--- src/verilog/adcc_pkg.sv ---
// Purpose: shared constants for the converter control block
// Assumes: APB with 32-bit data, 250 MHz mclk
// Notes:   offsets are word indices; byte address is four times the index
package adcc_pkg;
	// register map as word indices; the low two address bits stay zero
	localparam int          ADCC_ADDR_W    = 14;
	localparam logic [11:0] ADCC_OFF_CTRL  = 12'hF70;
	localparam logic [11:0] ADCC_OFF_UPPER = 12'hF72;
	localparam logic [11:0] ADCC_OFF_LOWER = 12'hF73;
	// control field positions
	localparam int ADCC_BIT_GO     = 7;
	localparam int ADCC_BIT_RSVD   = 6;
	localparam int ADCC_BIT_REFSEL = 5;
	localparam int ADCC_BIT_REPEAT = 4;
	localparam int ADCC_CH_MSB     = 3;
	localparam int ADCC_CH_LSB     = 0;
	localparam logic [7:0] ADCC_CTRL_RESET = 8'h20;
	localparam logic [3:0] ADCC_CH_LAST    = 4'h4;
	// timing in system clock cycles
	localparam int ADCC_SINGLE_CYCLES = 5129;
	localparam int ADCC_REPEAT_CYCLES = 256;
	localparam int ADCC_IDLE_CYCLES   = 160;
	localparam int ADCC_WAKE_CYCLES   = 40;
	localparam int ADCC_CNT_W         = 13;
	// sequencer states
	typedef enum logic [3:0] {
		ADCC_IDLE = 4'b0001,
		ADCC_WAKE = 4'b0010,
		ADCC_CONV = 4'b0100,
		ADCC_RPT  = 4'b1000
	} adcc_state_t;
endpackage

--- src/verilog/adcc_core_if.sv ---
// Purpose: abstract converter core handshake, counts conversion time
// Assumes: one clock; start pulse restarts any conversion in flight
// Notes:   sample value comes from the analog side as a plain input
`timescale 1ns/1ps
`default_nettype none
module adcc_core_if
	import adcc_pkg::*;
#(
	parameter int CNT_W = ADCC_CNT_W
) (
	// clock and reset
	input  wire logic              mclk,
	input  wire logic              arst_n,
	// control
	input  wire logic              start,
	input  wire logic              abort,
	input  wire logic [CNT_W-1:0]  length,
	// completion
	output logic                   done
);
	logic [CNT_W-1:0] cnt_q;
	logic             run_q;

	// one counter per conversion; done is seen length edges after start
	always_ff @(posedge mclk or negedge arst_n) begin
		if (!arst_n) begin
			cnt_q <= '0;
			run_q <= 1'b0;
			done  <= 1'b0;
		end else begin
			done <= 1'b0;
			if (abort) begin
				run_q <= 1'b0;
			end else if (start) begin
				cnt_q <= length - CNT_W'(1);
				run_q <= 1'b1;
			end else if (run_q) begin
				if (cnt_q == CNT_W'(1)) begin
					done  <= 1'b1;
					run_q <= 1'b0;
				end else begin
					cnt_q <= cnt_q - CNT_W'(1);
				end
			end
		end
	end
endmodule
`default_nettype wire

--- src/verilog/adcc_top.sv ---
// Purpose: converter control and result registers behind APB
// Assumes: analog core delivers its 10-bit sample on conv_sample
// Notes:   results stay unreset so they show unknown until a conversion
//
// How it works
// - writing go bit starts a conversion
// - go write while busy restarts conversion
// - go=0 ignored; reads 1 until done
// - refsel 0 enables internal reference
// - single shot finishes after 5129 cycles
// - repeat mode refreshes result every 256
// - channel codes 0-4 valid, others reserved
// - upper byte plus two lower bits
// - upper read latches the two low bits
// - lower read returns bits of last upper
// - upper invalid during single-shot conversion
// - repeat mode holds latest completed result
// - result registers have no reset value
// - six low bits of lower undefined
// - every completion pulses interrupt request (none if a go write lands on it)
// - idle 160 cycles powers converter down
// - wake from power down takes 40 cycles
// - repeat mode clears go after first
//
// Added by the designer: the APB slave port.
`timescale 1ns/1ps
`default_nettype none
module adcc_top
	import adcc_pkg::*;
(
	// clock and reset
	input  wire logic                   mclk,
	input  wire logic                   arst_n,
	// apb slave
	input  wire logic                   psel,
	input  wire logic                   penable,
	input  wire logic                   pwrite,
	input  wire logic [ADCC_ADDR_W-1:0] paddr,
	input  wire logic [31:0]            pwdata,
	output logic      [31:0]            prdata,
	output logic                        pready,
	output logic                        pslverr,
	// converter core
	input  wire logic [9:0]             conv_sample,
	output logic                        conv_start,
	output logic      [3:0]             conv_channel,
	output logic                        conv_int_ref_en,
	output logic                        conv_powered,
	output logic                        conv_irq
);
	logic              go_q;
	logic              refsel_q;
	logic              repeat_q;
	logic [3:0]        chan_q;
	adcc_state_t       state_q;
	logic [7:0]        idle_q;
	logic [5:0]        wake_q;
	logic              powered_q;
	logic              first_done_q;
	logic [9:0]        result_q;
	logic [1:0]        low_latch_q;
	logic              core_start;
	logic              core_done;
	logic [ADCC_CNT_W-1:0] core_len;
	logic              sample_valid;

	// decode shared by read and write paths
	function automatic logic hit(input logic [ADCC_ADDR_W-1:0] a,
		input logic [11:0] o);
		return a == {o, 2'h0};
	endfunction

	wire access    = psel && penable;
	wire wr_ctrl   = access && pwrite && hit(paddr, ADCC_OFF_CTRL);
	wire rd_upper  = access && !pwrite && hit(paddr, ADCC_OFF_UPPER);
	wire go_write  = wr_ctrl && pwdata[ADCC_BIT_GO];

	// zero-wait slave; unmapped or wrong-direction access flags an error
	always_ff @(posedge mclk or negedge arst_n) begin
		if (!arst_n) begin
			pready  <= 1'b0;
			pslverr <= 1'b0;
		end else begin
			pready  <= psel && !penable;
			pslverr <= psel && !penable && !(hit(paddr, ADCC_OFF_CTRL) ||
				(!pwrite && (hit(paddr, ADCC_OFF_UPPER) ||
				hit(paddr, ADCC_OFF_LOWER))));
		end
	end

	// pready registered from setup, so the access phase completes on its 1st edge
	wire go_now   = go_write && pready;
	wire wr_now   = wr_ctrl && pready;

	// configuration fields; bit 6 is not stored, reads as zero
	always_ff @(posedge mclk or negedge arst_n) begin
		if (!arst_n) begin
			refsel_q <= ADCC_CTRL_RESET[ADCC_BIT_REFSEL];
			repeat_q <= ADCC_CTRL_RESET[ADCC_BIT_REPEAT];
			chan_q   <= ADCC_CTRL_RESET[ADCC_CH_MSB:ADCC_CH_LSB];
		end else if (wr_now) begin
			refsel_q <= pwdata[ADCC_BIT_REFSEL];
			repeat_q <= pwdata[ADCC_BIT_REPEAT];
			chan_q   <= pwdata[ADCC_CH_MSB:ADCC_CH_LSB];
		end
	end

	// go bit: set by a 1 write, cleared at first completion; set wins
	always_ff @(posedge mclk or negedge arst_n) begin
		if (!arst_n) begin
			go_q <= 1'b0;
		end else if (go_now) begin
			go_q <= 1'b1;
		end else if (core_done && !first_done_q) begin
			go_q <= 1'b0;
		end
	end

	// sequencer: wake, first conversion, then repeat periods
	always_ff @(posedge mclk or negedge arst_n) begin
		if (!arst_n) begin
			state_q      <= ADCC_IDLE;
			wake_q       <= '0;
			first_done_q <= 1'b0;
		end else if (go_now) begin
			first_done_q <= 1'b0;
			if (powered_q) begin
				state_q <= ADCC_CONV;
			end else begin
				state_q <= ADCC_WAKE;
				wake_q  <= 6'(ADCC_WAKE_CYCLES - 1);
			end
		end else begin
			case (state_q)
			ADCC_WAKE: begin
				if (wake_q == '0) begin
					state_q <= ADCC_CONV;
				end else begin
					wake_q <= wake_q - 6'd1;
				end
			end
			ADCC_CONV: begin
				if (core_done) begin
					first_done_q <= 1'b1;
					state_q <= repeat_q ? ADCC_RPT : ADCC_IDLE;
				end
			end
			ADCC_RPT: begin
				if (!repeat_q) begin
					state_q <= ADCC_IDLE;
				end
			end
			default: begin
				state_q <= ADCC_IDLE;
			end
			endcase
		end
	end

	// start the core on entry to a conversion and each repeat period
	assign core_start = (state_q == ADCC_WAKE && wake_q == '0 && !go_now)
		|| (go_now && powered_q)
		|| (core_done && repeat_q && state_q != ADCC_IDLE && !go_now);
	// a restart always runs a full first conversion, even mid-run
	assign core_len = (!go_now && (state_q == ADCC_RPT ||
		(state_q == ADCC_CONV && core_done)))
		? ADCC_CNT_W'(ADCC_REPEAT_CYCLES)
		: ADCC_CNT_W'(ADCC_SINGLE_CYCLES);

	adcc_core_if #(
		.CNT_W (ADCC_CNT_W)
	) u_core (
		.mclk   (mclk),
		.arst_n (arst_n),
		.start  (core_start),
		.abort  (state_q == ADCC_RPT && !repeat_q),
		.length (core_len),
		.done   (core_done)
	);

	// a done is only honoured when no restart overtakes it
	assign sample_valid = core_done && !go_now;

	// idle counter drives automatic power down
	always_ff @(posedge mclk or negedge arst_n) begin
		if (!arst_n) begin
			idle_q    <= '0;
			powered_q <= 1'b0;
		end else if (go_now || state_q != ADCC_IDLE) begin
			idle_q    <= '0;
			powered_q <= 1'b1;
		end else if (idle_q == 8'(ADCC_IDLE_CYCLES - 1)) begin
			powered_q <= 1'b0;
		end else begin
			idle_q <= idle_q + 8'd1;
		end
	end

	// results carry no reset, so they read unknown until written
	always_ff @(posedge mclk) begin
		if (sample_valid) begin
			result_q <= conv_sample;
		end
	end

	// upper read captures the low bits on its access edge, one edge after the upper byte is sampled
	always_ff @(posedge mclk) begin
		if (rd_upper && pready) begin
			low_latch_q <= result_q[1:0];
		end
	end

	// read mux; unused low bits of the lower register left unknown
	always_ff @(posedge mclk or negedge arst_n) begin
		if (!arst_n) begin
			prdata <= '0;
		end else if (psel && !penable && !pwrite) begin
			if (hit(paddr, ADCC_OFF_CTRL)) begin
				prdata <= {24'h000000, go_q, 1'b0, refsel_q, repeat_q,
					chan_q};
			end else if (hit(paddr, ADCC_OFF_UPPER)) begin
				prdata <= {24'h000000, result_q[9:2]};
			end else if (hit(paddr, ADCC_OFF_LOWER)) begin
				prdata <= {24'h000000, low_latch_q, 6'bxxxxxx};
			end else begin
				prdata <= '0;
			end
		end
	end

	// core side outputs, all registered
	always_ff @(posedge mclk or negedge arst_n) begin
		if (!arst_n) begin
			conv_start      <= 1'b0;
			conv_channel    <= ADCC_CTRL_RESET[ADCC_CH_MSB:ADCC_CH_LSB];
			conv_int_ref_en <= 1'b0;
			conv_powered    <= 1'b0;
			conv_irq        <= 1'b0;
		end else begin
			conv_start      <= core_start;
			conv_channel    <= chan_q;
			conv_int_ref_en <= !refsel_q;
			conv_powered    <= powered_q;
			conv_irq        <= sample_valid;
		end
	end

	// checking aids, counted apart from the sequencer's own counters
	logic [ADCC_CNT_W-1:0] age_q;
	logic [5:0]            cold_q;

	// cycles since the core was last started; saturates on a long rest
	always_ff @(posedge mclk or negedge arst_n) begin
		if (!arst_n) begin
			age_q <= '0;
		end else if (core_start) begin
			age_q <= ADCC_CNT_W'(1);
		end else if (age_q != '1) begin
			age_q <= age_q + ADCC_CNT_W'(1);
		end
	end

	// cycles since a start found the converter powered down
	always_ff @(posedge mclk or negedge arst_n) begin
		if (!arst_n) begin
			cold_q <= '0;
		end else if (go_now && !powered_q) begin
			cold_q <= 6'd1;
		end else if (state_q == ADCC_WAKE) begin
			cold_q <= cold_q + 6'd1;
		end
	end
endmodule
`default_nettype wire
--- config.mk ---
export PLATFORM = sky130hd
export DESIGN_NAME = adcc_top
export DESIGN_NICKNAME = d
export VERILOG_FILES = /design/src/verilog/adcc_pkg.sv /design/src/verilog/adcc_core_if.sv /design/src/verilog/adcc_top.sv
export SDC_FILE = /design/constraint.sdc
export NUM_CORES = 1
export LEC_CHECK = 0
export ABC_AREA = 1
export BUFFER_PORTS_ARGS = -buffer_cell sky130_fd_sc_hd__buf_2
export CORE_UTILIZATION = 58
export CTS_BUF_LIST = sky130_fd_sc_hd__clkbuf_4
export DETAILED_ROUTE_END_ITERATION = 16
export PLACE_DENSITY = 0.89
export RECOVER_POWER = 50
export SLEW_MARGIN = 5
export SYNTH_ARGS = -nofsm -noshare
export SYNTH_HDL_FRONTEND = slang
export SYNTH_SLANG_ARGS = --single-unit
--- constraint.sdc ---
create_clock -name mclk -period 5.2 [get_ports mclk]
set_clock_uncertainty 0.15 [all_clocks]
set_input_delay 0 -clock mclk [delete_from_list [all_inputs] [get_ports mclk]]
set_output_delay 0 -clock mclk [all_outputs]
set_load 0.03 [all_outputs]
==> impl_metrics.json <==
{
  "status": "complete, no violations",
  "start_kind": "input pin",
  "cts.path.max_buffers": 2,
  "core_mm2": 0.00603,
  "row_count": 28,
  "clk_pin_slew_ps": 130,
  "vdd_drop_max_mv": 0.196,
  "slew_viol_final": 0,
  "cts_buffers": 9,
  "routedWlPerCell_um": 15.3,
  "max_freq_ghz": 0.413,
  "ys_ff_latch": 72,
  "synthToLayoutAreaGrowth_pct": 19.1,
  "syn_area_per_cell_um2": 8.47,
  "critical_path_required_ps": 5400,
  "p_per_area_mw_per_mm2": 249,
  "yosys-top-cells-area": "dfrtp_1 40%, nand2_1 13%, edfxtp_1 9.8%, buf_4 5.1%, inv_1 4.8%",
  "critical_path_arrival_ps": 2620,
  "yosysUniqueCellTypes": 35,
  "setup_viol_count_final": 0,
  "cap_violations": 0,
  "gp_congestion": 0.821,
  "endpoint_kind": "register",
  "crit_path_top_delay_cell": "dlygate4sd3_1",
  "vias": 3376,
  "finalNetCount": 589,
  "path_class": "in2reg",
  "final_common_cell": "nand2_1",
  "synthesis.area_mm2": 0.00367,
  "yosysTopAreaCellShare": 0.396,
  "ys_seq_area_frac": 0.508,
  "yosysWarnings": 0,
  "setup_tns_ps": 0,
  "cp_max_fo": 3,
  "ctsResizeCount": 0,
  "worst_skew_pair.late_latency_ps": 450,
  "die_y_um": 81.5,
  "dp_hpwl_um": 5310,
  "cts_root_buf": "clkbuf_4",
  "antenna_found_initial": 1,
  "grt_use_total": 0.304,
  "htreeDepth": 3,
  "diodes": 0,
  "relSlewSlack": 0.276,
  "layout_common_cells": "123 x nand2_1, 58 x dfrtp_1, 50 x buf_2",
  "drt_iter0_drc": 415,
  "numPortBuffers": 53,
  "grt_max_degree": 61,
  "synth_top_area_cell": "dfrtp_1",
  "clock-sinks": 72,
  "path_cells": "dlygate4sd3_1 > buf_2 > nand3_1 > dlygate4sd3_1 > nor3_1 > a21oi_1 > o21ai_0 > dlygate4sd3_1 > nor2_1",
  "wl_um": 9250,
  "drive_above_1_share": 0.157,
  "drc": 0,
  "grt.overflow.total": 0,
  "worst_pin_slew_ps": 1080,
  "cts_tree": "done",
  "grt_pass1_vias": 3207,
  "grt_pass1_wl_um": 14900,
  "start_util": 0.609,
  "holdCritPathClass": "in2async",
  "cellLeakagePower_nw": 2.31,
  "period_share": 0.465,
  "route.antenna.remaining_nets": 0,
  "max_stage_delay_ps": 570,
  "total_power_mw": 1.09,
  "hold_viol_final": 0,
  "layout_min_cycle_time_ps": 2420,
  "io_pins": 103,
  "critPathTopFamily": "buffers and inverters",
  "grt_setup_unrepaired": "false",
  "critPathBufInv": 4,
  "die-area_mm2": 0.00664,
  "die_x_um": 81.5,
  "synthCells": 433,
  "drtPass1Iterations": 6,
  "crit_top_cell": "dlygate4sd3_1",
  "viasPerCell": 5.60
}
## Yosys cell counts (all sizes together)
library cell	number
clkinv	1
dfrtp	58
nand2	127
edfxtp	12
nor2	42
dfstp	2
o22ai	1
o21ai	15
inv	50
nor4	3
and3	1
conb	1
xor2	9
o31ai	2
xnor2	1
nand3b	2
mux2	3
nand4	10
a21oi	11
a32o	4
a31oi	1
ha	5
nor3	8
nand3	36
buf	28
## worst min-delay path, stage by stage
cell	delay [ps]
dlygate4sd3_1	520
buf_2	100
buf_4	590
## where the power goes
group | leakage (nW) | internal [mW] | switching [mW]
clock network | 0.0883 | 0.199 | 0.212
logic | 1.41 | 0.0318 | 0.0600
registers | 0.819 | 0.579 | 0.00684
## flip-flops by register name, summed over array words and instances, names as in the netlist, 2 cells and up
signal        count
state_q           4
prdata            8
conv_channel      4
low_latch_q       2
result_q         10
wake_q            6
chan_q            4
idle_q            8
u_core.cnt_q     13
## cell type report
| class | instances | area (um^2) |
|---|---|---|
| Sequential cell | 72 | 1860 |
| Clock buffer | 10 | 75.1 |
| Clock inverter | 6 | 83.8 |
| Inverter | 51 | 191 |
| Tap cell | 75 | 93.8 |
| Timing Repair Buffer | 84 | 569 |
| Fill cell | 399 | 1660 |
| Multi-Input combinational cell | 305 | 1490 |
## stage by stage
| step | area (um^2) | util | setup slack (ps) | hold WS (ps) | std cells |
|---|---|---|---|---|---|
| after floorplan | 3750 | - | 3300 | -446 | 456 |
| after global placement | 3910 | 0.649 | 3070 | 28.5 | 557 |
| after detailed placement | 3910 | 0.649 | 3010 | 28.1 | 557 |
| after CTS | 4370 | 0.725 | 2930 | 16.6 | 603 |
| after global routing | 4370 | 0.725 | 2660 | 95.1 | 603 |
| final | 4370 | 0.725 | 2780 | 79.5 | 603 |
## what timing repair did
| action | 4_1_cts | 5_1_grt |
|---|---|---|
| setup buffers | 0 | 0 |
| endpoints found under the hold margin | 96 | 0 |
| hold buffers | 30 | 0 |
## final timing paths
check	startpoint	end	slack [ps]	depth (start not counted)
setup / recovery	paddr[2]	pslverr	2780	9
hold / removal	arst_n	prdata[5]	80	3
setup reg to reg	wake_q[0]	u_core.cnt_q[5]	2890	11
hold reg to reg	powered_q	conv_powered	250	0
max in group asynchronous	arst_n	state_q[3]	4300	3
min in group mclk	paddr[0]	state_q[0]	80	8
## cell families (layout without fill, tap and decap cells)
logic type	Yosys count	in the layout	synth area share
other	1	24	0.00102
buffers and inverters	79	151	0.109
multiplexers	3	3	0.00921
flip-flops	72	72	0.508
adder cells (fa/ha/maj)	5	5	0.0171
XOR/XNOR	10	10	0.0239
AO/OA/AOI/OAI	34	34	0.0539
AND/OR/NAND/NOR	229	229	0.277
## metal layers
| metal | GRT usage | share of wire |
|---|---|---|
| met5 | 0 | 0 |
| met4 | 0.205 | 0.051 |
| met3 | 0.0778 | 0.081 |
| met2 | 0.508 | 0.51 |
| met1 | 0.340 | 0.36 |
Note: power is estimated with default switching activity, not from simulation.
